File: config.mk
export PLATFORM = sky130hd
export DESIGN_NAME = dpd_top
export DESIGN_NICKNAME = d
export VERILOG_FILES = /design/src/hw/dpd_pkg.sv /design/src/hw/dpd_chan.sv /design/src/hw/dpd_top.sv
export SDC_FILE = /design/constraint.sdc
export NUM_CORES = 1
export LEC_CHECK = 0
export BUFFER_PORTS_ARGS = -buffer_cell sky130_fd_sc_hd__clkbuf_2
export CAP_MARGIN = 20
export CORE_ASPECT_RATIO = 0.9
export CORE_UTILIZATION = 55
export DETAILED_ROUTE_END_ITERATION = 6
export PLACE_DENSITY = 0.74
export SLEW_MARGIN = 5
export SYNTH_ARGS = -nofsm -noshare
export SYNTH_HDL_FRONTEND = slang
export SYNTH_SLANG_ARGS = --single-unit
File: constraint.sdc
create_clock -name ref_clk -period 4.65 [get_ports ref_clk]
set_clock_uncertainty 0.2 [all_clocks]
set_input_delay 0.2325 -clock ref_clk [delete_from_list [all_inputs] [get_ports ref_clk]]
set_output_delay 0.2325 -clock ref_clk [all_outputs]
set_load 0.005 [all_outputs]
File: src/hw/dpd_pkg.sv
`default_nettype none
package dpd_pkg;
  // Serial programming word
  localparam int unsigned WORD_W     = 22;
  localparam int unsigned SEL_W      = 2;
  localparam int unsigned NUM_WORDS  = 4;
  localparam logic [21:0] WORD_RESET = 22'h000000;

  // Word select codes (last two bits shifted in)
  localparam logic [1:0] SEL_REF_ONE  = 2'h0;
  localparam logic [1:0] SEL_REF_TWO  = 2'h1;
  localparam logic [1:0] SEL_FB_ONE   = 2'h2;
  localparam logic [1:0] SEL_FB_TWO   = 2'h3;

  // Reference word fields
  localparam int unsigned REF_W      = 15;
  localparam int unsigned REF_LSB    = 2;
  // Feedback word fields
  localparam int unsigned SWAL_W     = 7;
  localparam int unsigned SWAL_LSB   = 2;
  localparam int unsigned BIN_W      = 11;
  localparam int unsigned BIN_LSB    = 9;
  localparam int unsigned PSEL_BIT   = 20;
  localparam int unsigned POWER_DOWN_BIT_BIT   = 21;

  // Prescaler moduli
  localparam int unsigned PRE_W      = 8;
  localparam logic [7:0] PRE_LOW     = 8'h40;
  localparam logic [7:0] PRE_HIGH    = 8'h80;

  // Register bus
  localparam int unsigned ADDR_W     = 8;
  localparam int unsigned DATA_W     = 32;
  localparam logic [7:0] OFF_CTRL    = 8'h00;
  localparam logic [7:0] OFF_WORD0   = 8'h04;
  localparam logic [7:0] OFF_WORD1   = 8'h08;
  localparam logic [7:0] OFF_WORD2   = 8'h0c;
  localparam logic [7:0] OFF_WORD3   = 8'h10;
  localparam logic [7:0] OFF_STATUS  = 8'h14;
  localparam logic [1:0] CTRL_RESET  = 2'h0;
  localparam int unsigned CTRL_HOLD_ONE = 0;
  localparam int unsigned CTRL_HOLD_TWO = 1;
endpackage
`default_nettype wire

File: src/hw/dpd_chan.sv
`default_nettype none
module dpd_chan (
  input  wire logic        ref_clk,
  input  wire logic        resetn,
  input  wire logic        ref_tick,
  input  wire logic        rf_tick,
  input  wire logic [14:0] ref_divide_value,
  input  wire logic [6:0]  swallow_count,
  input  wire logic [10:0] binary_count,
  input  wire logic        presc_high,
  input  wire logic        run,
  output logic             ref_compare_pulse,
  output logic             feedback_compare_pulse,
  output logic             pump_up,
  output logic             pump_down
);
  logic [14:0] ref_cnt_reg;
  logic [7:0]  pre_cnt_reg;
  logic [6:0]  swal_cnt_reg;
  logic [10:0] bin_cnt_reg;
  logic [7:0]  modulus;
  logic        pre_tick;
  logic        fb_end;

  // Reference divider, 15-bit, divide by R
  always_ff @(posedge ref_clk or negedge resetn) begin
    if (!resetn) begin
      ref_cnt_reg       <= 15'h0000;
      ref_compare_pulse <= 1'b0;
    end else if (!run) begin
      ref_cnt_reg       <= 15'h0000;
      ref_compare_pulse <= 1'b0;
    end else if (ref_tick && ref_cnt_reg >= ref_divide_value - 15'h0001) begin
      ref_cnt_reg       <= 15'h0000;
      ref_compare_pulse <= 1'b1;
    end else begin
      if (ref_tick) begin
        ref_cnt_reg <= ref_cnt_reg + 15'h0001;
      end
      ref_compare_pulse <= 1'b0;
    end
  end

  // Swallow phase uses P+1, then P
  always_comb begin
    modulus = presc_high ? dpd_pkg::PRE_HIGH : dpd_pkg::PRE_LOW;
    if (swal_cnt_reg != 7'h00) begin
      modulus = modulus + 8'h01;
    end
  end

  assign pre_tick = rf_tick && (pre_cnt_reg >= modulus - 8'h01);
  assign fb_end   = pre_tick && (bin_cnt_reg >= binary_count - 11'h001);

  // Prescaler
  always_ff @(posedge ref_clk or negedge resetn) begin
    if (!resetn) begin
      pre_cnt_reg <= 8'h00;
    end else if (!run || pre_tick) begin
      pre_cnt_reg <= 8'h00;
    end else if (rf_tick) begin
      pre_cnt_reg <= pre_cnt_reg + 8'h01;
    end
  end

  // Swallow and binary counters clocked by ref_clk, stepped by prescaler output pre_tick
  always_ff @(posedge ref_clk or negedge resetn) begin
    if (!resetn) begin
      swal_cnt_reg           <= 7'h00;
      bin_cnt_reg            <= 11'h000;
      feedback_compare_pulse <= 1'b0;
    end else if (!run) begin
      swal_cnt_reg           <= swallow_count;
      bin_cnt_reg            <= 11'h000;
      feedback_compare_pulse <= 1'b0;
    end else if (fb_end) begin
      swal_cnt_reg           <= swallow_count;
      bin_cnt_reg            <= 11'h000;
      feedback_compare_pulse <= 1'b1;
    end else begin
      if (pre_tick) begin
        bin_cnt_reg <= bin_cnt_reg + 11'h001;
        if (swal_cnt_reg != 7'h00) begin
          swal_cnt_reg <= swal_cnt_reg - 7'h01;
        end
      end
      feedback_compare_pulse <= 1'b0;
    end
  end

  // Phase/frequency detector
  always_ff @(posedge ref_clk or negedge resetn) begin
    if (!resetn) begin
      pump_up   <= 1'b0;
      pump_down <= 1'b0;
    end else if (!run) begin
      pump_up   <= 1'b0;
      pump_down <= 1'b0;
    end else begin
      logic up_next;
      logic dn_next;
      up_next = pump_up | ref_compare_pulse;
      dn_next = pump_down | feedback_compare_pulse;
      if (up_next && dn_next) begin
        pump_up   <= 1'b0;
        pump_down <= 1'b0;
      end else begin
        pump_up   <= up_next;
        pump_down <= dn_next;
      end
    end
  end
endmodule
`default_nettype wire

File: src/hw/dpd_top.sv
`default_nettype none
module dpd_top (
  input  wire logic        ref_clk,
  input  wire logic        resetn,
  input  wire logic        serial_clock,
  input  wire logic        serial_data,
  input  wire logic        latch_strobe,
  input  wire logic        ref_clock_in,
  input  wire logic        rf_in_one,
  input  wire logic        rf_in_two,
  input  wire logic [7:0]  bus_addr,
  input  wire logic [31:0] bus_wdata,
  input  wire logic        bus_write,
  input  wire logic        bus_read,
  output logic      [31:0] bus_rdata,
  output logic      [1:0]  ref_compare_pulse,
  output logic      [1:0]  feedback_compare_pulse,
  output logic      [1:0]  pump_up,
  output logic      [1:0]  pump_down
);
  logic [21:0] shift_reg;
  logic [21:0] word_reg [4];
  logic        sclk_prev_reg;
  logic        latch_prev_reg;
  logic [1:0]  ctrl_reg;
  logic [1:0]  run;

  function automatic logic rose(input logic cur, input logic prev);
    rose = cur & ~prev;
  endfunction

  // Serial front end, inputs already synchronous to ref_clk
  always_ff @(posedge ref_clk or negedge resetn) begin
    if (!resetn) begin
      sclk_prev_reg  <= 1'b0;
      latch_prev_reg <= 1'b0;
    end else begin
      sclk_prev_reg  <= serial_clock;
      latch_prev_reg <= latch_strobe;
    end
  end

  always_ff @(posedge ref_clk or negedge resetn) begin
    if (!resetn) begin
      shift_reg <= dpd_pkg::WORD_RESET;
    end else if (rose(serial_clock, sclk_prev_reg)) begin
      shift_reg <= {shift_reg[20:0], serial_data};
    end
  end

  // Loaded regardless of power-down state
  always_ff @(posedge ref_clk or negedge resetn) begin
    if (!resetn) begin
      for (int i = 0; i < dpd_pkg::NUM_WORDS; i++) begin
        word_reg[i] <= dpd_pkg::WORD_RESET;
      end
    end else if (rose(latch_strobe, latch_prev_reg)) begin
      word_reg[shift_reg[1:0]] <= shift_reg;
    end
  end

  // Software control register
  always_ff @(posedge ref_clk or negedge resetn) begin
    if (!resetn) begin
      ctrl_reg <= dpd_pkg::CTRL_RESET;
    end else if (bus_write && bus_addr == dpd_pkg::OFF_CTRL) begin
      ctrl_reg <= bus_wdata[1:0];
    end
  end

  // Read data valid the cycle after the strobe only
  always_ff @(posedge ref_clk or negedge resetn) begin
    if (!resetn) begin
      bus_rdata <= 32'h00000000;
    end else if (bus_read) begin
      unique case (bus_addr)
        dpd_pkg::OFF_CTRL:   bus_rdata <= {30'h00000000, ctrl_reg};
        dpd_pkg::OFF_WORD0:  bus_rdata <= {10'h000, word_reg[0]};
        dpd_pkg::OFF_WORD1:  bus_rdata <= {10'h000, word_reg[1]};
        dpd_pkg::OFF_WORD2:  bus_rdata <= {10'h000, word_reg[2]};
        dpd_pkg::OFF_WORD3:  bus_rdata <= {10'h000, word_reg[3]};
        dpd_pkg::OFF_STATUS: bus_rdata <= {24'h000000, pump_down, pump_up, ~run, run};
        default:             bus_rdata <= 32'h00000000;
      endcase
    end else begin
      bus_rdata <= 32'h00000000;
    end
  end

  assign run[0] = ~word_reg[dpd_pkg::SEL_FB_ONE][dpd_pkg::POWER_DOWN_BIT_BIT] & ~ctrl_reg[dpd_pkg::CTRL_HOLD_ONE];
  assign run[1] = ~word_reg[dpd_pkg::SEL_FB_TWO][dpd_pkg::POWER_DOWN_BIT_BIT] & ~ctrl_reg[dpd_pkg::CTRL_HOLD_TWO];

  // Shared reference tick to both channels
  dpd_chan u_synth_channel_one (
    .ref_clk                (ref_clk),
    .resetn                 (resetn),
    .ref_tick               (ref_clock_in),
    .rf_tick                (rf_in_one),
    .ref_divide_value       (word_reg[dpd_pkg::SEL_REF_ONE][dpd_pkg::REF_LSB +: dpd_pkg::REF_W]),
    .swallow_count          (word_reg[dpd_pkg::SEL_FB_ONE][dpd_pkg::SWAL_LSB +: dpd_pkg::SWAL_W]),
    .binary_count           (word_reg[dpd_pkg::SEL_FB_ONE][dpd_pkg::BIN_LSB +: dpd_pkg::BIN_W]),
    .presc_high             (word_reg[dpd_pkg::SEL_FB_ONE][dpd_pkg::PSEL_BIT]),
    .run                    (run[0]),
    .ref_compare_pulse      (ref_compare_pulse[0]),
    .feedback_compare_pulse (feedback_compare_pulse[0]),
    .pump_up                (pump_up[0]),
    .pump_down              (pump_down[0])
  );

  dpd_chan u_synth_channel_two (
    .ref_clk                (ref_clk),
    .resetn                 (resetn),
    .ref_tick               (ref_clock_in),
    .rf_tick                (rf_in_two),
    .ref_divide_value       (word_reg[dpd_pkg::SEL_REF_TWO][dpd_pkg::REF_LSB +: dpd_pkg::REF_W]),
    .swallow_count          (word_reg[dpd_pkg::SEL_FB_TWO][dpd_pkg::SWAL_LSB +: dpd_pkg::SWAL_W]),
    .binary_count           (word_reg[dpd_pkg::SEL_FB_TWO][dpd_pkg::BIN_LSB +: dpd_pkg::BIN_W]),
    .presc_high             (word_reg[dpd_pkg::SEL_FB_TWO][dpd_pkg::PSEL_BIT]),
    .run                    (run[1]),
    .ref_compare_pulse      (ref_compare_pulse[1]),
    .feedback_compare_pulse (feedback_compare_pulse[1]),
    .pump_up                (pump_up[1]),
    .pump_down              (pump_down[1])
  );
endmodule
`default_nettype wire

# Yosys cells after proc, flatten, opt, wreduce, memory -nomap -nowiden
# Index checks and enable logic that the tools add are counted.
# Widths: inputs -> output; s select.
# classes
addsub	16
reduce_logical	21
bitwise	16
n_eq_ne	11
n_mux	49
n_lt_le_gt_ge	8
# ops
op	n
$pmux 22 s6	1
$mux 15	6
$bwmux 88	1
$mux 11	6
$mux 8	8
$mux 7	8
$demux 22 s2	1
$add 8x1->8 const B	4
$mux 32	1
$add 15x1->15 const B	2
$ge 15x15->1	2
$sub 15x1->15 const B	2
$add 11x1->11 const B	2
$ge 11x11->1	2
$mux 22	1
$sub 11x1->11 const B	2
$ne 3x3->1 const B	6
$eq 8x4->1 const B	2
$eq 8x5->1 const B	2
$ge 8x8->1	2
$mux 1	16
$sub 8x1->8 const B	2
$reduce_bool 7->1	2
$sub 7x1->7 const B	2
14 further kinds	38
# word_totals
input_bits	50
elab_cells	146
ff_bits	236
output_inout_bits	40

# Longest topological paths before layout
# logic_depth
word_depth	9
depth_mapped	17
depth_no_buf	16

# Modules after synthesis
# From an unflattened synthesis, not the netlist that was laid out.
# hier_totals
cells_unflattened	1227
area_unflattened_um2	13053.8
# modules_own_cells
mod	n_inst	seq_area_each_um2	area_each_um2	cells_per_inst
dpd_top	1	3403.3	5967.0	428
dpd_chan at u_synth_channel_two	1	1126.1	3558.4	406
dpd_chan at u_synth_channel_one	1	1126.1	3528.4	393

# Least setup slack after synthesis
# No wires, ideal clock.
# synth_timing
kind	register -> register
start	reg word_reg[46] (netlist name)
end	reg u_synth_channel_two.ref_cnt_reg[2]
required_time_ps	4321
setup_ps	129
arrival_ps	3230
period_less_slack_ps	3559
stages_incl_launch_ff	15
path_slack_ps	1091
path_buffers	2
cell_sequence	dfrtp_1 -> inv_1 -> ha_1 -> nand2b_1 -> nor4_1 -> nand2_1 -> or2_2 -> nor3b_1 -> xnor2_1 -> ha_1 -> nand4_1 -> o31ai_1 -> clkbuf_1 -> buf_2 -> o21ai_0
# synth_via
elab_chain_cells	5
elab_cells_between_ends	6
cone_classes	1 x add/sub; 1 x order compare; 1 x eq/ne; 2 x mux; 1 x reduce/logical
# synth_rtl
item	line	rtl
start, declared	dpd_top.sv:22	logic [21:0] word_reg [4];
start signal, assigned by index	dpd_top.sv:55	word_reg[i] <= dpd_pkg::WORD_RESET;
start signal, assigned by index	dpd_top.sv:58	word_reg[shift_reg[1:0]] <= shift_reg;
$sub 15x1->15 *	dpd_chan.sv:33	end else if (ref_tick && ref_cnt_reg >= ref_divide_value - 15'h0001) begin
$ge 15x15->1 *	dpd_chan.sv:33	
$logic_and 1x1->1 *	dpd_chan.sv:33	
$mux 15	dpd_chan.sv:33	
$mux 15	dpd_chan.sv:30	end else if (!run) begin
end signal, assigned	dpd_chan.sv:38	ref_cnt_reg <= ref_cnt_reg + 15'h0001;
end, declared	dpd_chan.sv:17	logic [14:0] ref_cnt_reg;
# Mark *: on every way between the ends. The rest lies on a longest branch, timed or not.
# A chain may end at the register's enable or synchronous reset.

# Worst setup path in the final report
# layout_timing
start	reg word_reg[46] (netlist name)
end	reg u_synth_channel_two.ref_cnt_reg[14]
# The elaborated chain is that of the path after synthesis.

==> flow_summary_export.csv <==
group,metric,value,unit
status,status,"complete, no violations",
clock_network,cts-root-buf,"clkbuf_16",
synthesis,synth_ff_type,"dfrtp_1",
worst_setup_path,crit_buf_inv,2,
worst_setup_path,path_cells,"inv_1 -> ha_1 -> nand2b_1 -> nor4_1 -> nand2_1 -> or2_2 -> nor4_1 -> xnor2_1 -> ha_1 -> a21oi_1 -> o21ai_0 -> a211oi_1 -> o31ai_2 -> buf_4 -> a31oi_1 -> o21ai_0 -> o31ai_1",
worst_setup_path,setup.worst_path.end,"u_synth_channel_two.ref_cnt_reg[14]$_DFFE_PN0P_",
synthesis,netlist-cell-type-count,59,
sta,timing.final.crit_share,82.86,%
drt,drtIter0Drc,742,
worst_setup_path,rrSetupSlack,800,ps
grt,grt_max_degree,117,
placement,gp_congestion,0.8296,
worst_setup_path,critPathKind,"reg -> reg",
sta,timing.final.crit_period,3853,ps
sta,finalSetupViolations,0,
min_path,hp-class,"in -> reg",
clock_network,tritoncts,"yes",
layout,drive_gt1_share,19.26,%
grt,antenna_found_initial,1,
layout,fin_util,62.79,%
clock_network,cts_inserted_buffers,25,
synthesis,synthCells,1153,
worst_setup_path,slowest_stage,"dfrtp_1",
power_and_ir_drop,p_int,4.773,mW
drt,vias_per_cell,5.915,
worst_setup_path,worstSetupPathDepth,17,
worst_setup_path,end_kind,"flop",
worst_setup_path,rr_endpoint,"u_synth_channel_two.ref_cnt_reg[14]$_DFFE_PN0P_",
power_and_ir_drop,leakage,6.422,nW
clock_network,htreeDepth,1,
synthesis,synth_enable_flop_cells,0,
grt,grt_pass1_wl,46710,µm
worst_setup_path,cp_data_required_time,4880,ps
synthesis,seq_area_frac_synth,46.40,%
clock_network,clockBufferDepth,3,
power_and_ir_drop,ir_drop,0.2529,mV
placement,hpwl,19120,µm
power_and_ir_drop,pwr-share-clk,26.2,%
synthesis,ys_warn_count,0,
sta,drv_slew,0,
clock_network,cts_setup_buffers,0,
layout,area_delta_synth_final,11.78,%
layout,nNetsFinal,1337,
power_and_ir_drop,netSwitchingFraction,36.34,%
grt,grt_overflow,0,
job,maxCapViolCount,0,
clock_network,clock_sinks,226,
power_and_ir_drop,power_frac_comb,33.2,%
worst_setup_path,critPathLaunch,"word_reg[46]$_DFFE_PN0P_",
power_and_ir_drop,sequentialPowerShare,40.6,%
synthesis,ys_seq_elements,226,
die,num_rows,51,
sta,setup-tns-final,0,ps
sta,max_freq,259.5,MHz
synthesis,synthArstFlopShare,100.0,%
worst_setup_path,crit_path_start_kind,"flop",
layout,nFillCells,1744,
synthesis,syn_avg_cell_area,10.57,µm²
placement,place.port_buffers,49,
clock_network,ctsResizeCount,0,
die,die-area,0.02276,mm²
sta,worstMarginPinSlew,1054,ps
power_and_ir_drop,switchingPower,2.725,mW
grt,gr-usage-all-layers,25.97,%
sta,rsz0062_at_grt,"no",
worst_setup_path,reg2regPathDepth,17,
grt,grt_pass1_vias,8853,
clock_network,path_clk_slew,60,ps
drt,ant_nets,0,
die,die_h,143.2,µm
drt,wl_per_cell,18.74,µm
sta,slew_headroom,29.75,%
die,pin_count,90,
worst_setup_path,worstPathMaxFanout,26,
die,coreArea,0.02170,mm²
drt,wl,28320,µm
die,start_util,56.18,%
layout,largest_reg_flops,88,
worst_setup_path,cp.arrival,4080,ps
die,fp.dieW,158.9,µm
layout,antennaDiodeCount,0,
drt,num_vias,8938,
drt,drc,0,
power_and_ir_drop,power_density,550.4,mW/mm²
worst_setup_path,slowest_delay,420,ps
sta,finalHoldViolCount,0,
worst_setup_path,crit_family,"simple AND/OR/NAND/NOR gates",
synthesis,syn_area,0.01219,mm²
drt,dr.pass1.iters,6,
clock_network,clkLatencyLatePin,520,ps
worst_setup_path,rr_startpoint,"word_reg[46]$_DFFE_PN0P_",
-- power groups by stage --
stage / clock network, mW / registers [mW] / logic [mW]
6_report: 1.96 / 3.04 / 2.49
5_1_grt: 2.07 / 3.10 / 2.86
4_1_cts: 1.99 / 3.02 / 2.52
3_5_place_dp: 0 / 3.05 / 2.49
3_3_place_gp: 0 / 3.03 / 2.35
2_1_floorplan: 0 / 2.81 / 2.02
-- area by class of cell --
| class | count | area, µm² | area share, % |
|---|---|---|---|
| Multi-Input combinational cell | 848 | 6197 | 45.49 |
| Clock inverter | 11 | 125.1 | 0.9184 |
| Clock buffer | 31 | 688.2 | 5.051 |
| Timing Repair Buffer | 76 | 485.5 | 3.564 |
| Sequential cell | 226 | 5655 | 41.51 |
| Inverter | 28 | 107.6 | 0.7899 |
| Tap cell | 291 | 364.1 | 2.673 |
-- layer usage --
layer / vias up / part of all wire, % / global-route usage, %
met1: 4433 / 46 / 35.97
met3: 55 / 4.7 / 3.224
met2: 246 / 46 / 42.15
met4: 2 / 3.1 / 9.514
li1: 4202 / - / -
met5: - / 0.046 / 0
-- how the worst min path moves through the flow --
stage	startpoint	to	slack, ps	depth (start not counted)
2_1_floorplan	resetn	bus_rdata[0]$_DFF_PN0_	-260	0
3_3_place_gp	resetn	u_synth_channel_two.pre_cnt_reg[4]$_DFFE_PN0P_	160	1
3_5_place_dp	serial_clock	sclk_prev_reg$_DFF_PN0_	160	1
4_1_cts	bus_read	bus_rdata[8]$_DFF_PN0_	70	4
5_1_grt	bus_read	bus_rdata[8]$_DFF_PN0_	110	4
6_report	bus_read	bus_rdata[8]$_DFF_PN0_	100	4
-- worst register-to-register path: cells and delay by family (launching register included) --
kind / cells / cell delay (ps)
simple gates: 5 / 1100
compound gates: 7 / 1030
fa+ha+maj: 2 / 480
flops: 1 / 420
buf+inv: 2 / 340
xor+xnor: 1 / 180
-- through the flow --
| stage | total power, mW | worst slack [ps] | cells | instance area [µm²] | hold WS, ps |
|---|---|---|---|---|---|
| after floorplan | 4.830 | 1091 | 1162 | 12220 | -263.1 |
| after global placement | 5.375 | 970.8 | 1458 | 12700 | 155.3 |
| after detailed placement | 5.533 | 860.3 | 1458 | 12700 | 155.9 |
| after CTS | 7.529 | 815.5 | 1511 | 13620 | 70.67 |
| after global routing | 8.031 | 312.7 | 1511 | 13620 | 114.4 |
| final | 7.498 | 797.1 | 1511 | 13620 | 102.5 |
-- synthesized netlist by cell type (11+ instances only) --
library cell | instances | share of area [%]
dfrtp_1 | 226 | 46
mux2_2 | 109 | 10
nor2_1 | 100 | 3.1
ha_1 | 82 | 8.4
nand2_1 | 80 | 2.5
a21oi_1 | 60 | 2.5
o21ai_0 | 47 | 1.9
xnor2_1 | 46 | 3.3
nand3_1 | 40 | 1.6
xor2_1 | 39 | 2.8
a22oi_1 | 36 | 2.2
clkbuf_1 | 34 | 1.0
inv_1 | 27 | 0.83
and3_1 | 23 | 1.2
nand4_1 | 22 | 1.1
nand2b_1 | 21 | 1.1
nor3_1 | 21 | 0.86
buf_4 | 18 | 1.1
nor4_1 | 15 | 0.77
a21o_1 | 11 | 0.68
nor2b_1 | 11 | 0.56
-- kinds of logic after synthesis --
family,after synthesis,share of synthesized area (%)
DFF,226,46.40
other,1,0.03077
buffers and inverters,88,3.460
adders and majority gates,82,8.418
and+or+nand+nor,363,14.62
AOI/OAI and AO/OA,193,10.31
muxes,115,10.66
xor gates and xnor gates,85,6.108
-- cell usage in the layout (no fill, tap or decap), types with 6 or more instances in the layout --
cell type        n
dfrtp_1        226
mux2_2         109
nor2_1         100
ha_1            82
nand2_1         80
a21oi_1         60
clkbuf_2        48
o21ai_0         47
xnor2_1         46
nand3_1         40
xor2_1          39
a22oi_1         36
inv_1           27
clkbuf_16       25
and3_1          23
nand4_1         22
nor3_1          21
nand2b_1        21
buf_4           16
nor4_1          15
a21o_1          11
dlygate4sd3_1   11
nor2b_1         10
conb_1          10
or2_2            8
a222oi_1         6
-- what timing repair did --
action | in CTS | in global routing
hold buffers | 11 | 0
setup endpoints to repair | 0 | 0
hold endpoints to repair | 126 | 0
Power figures use the tool's default switching activity.
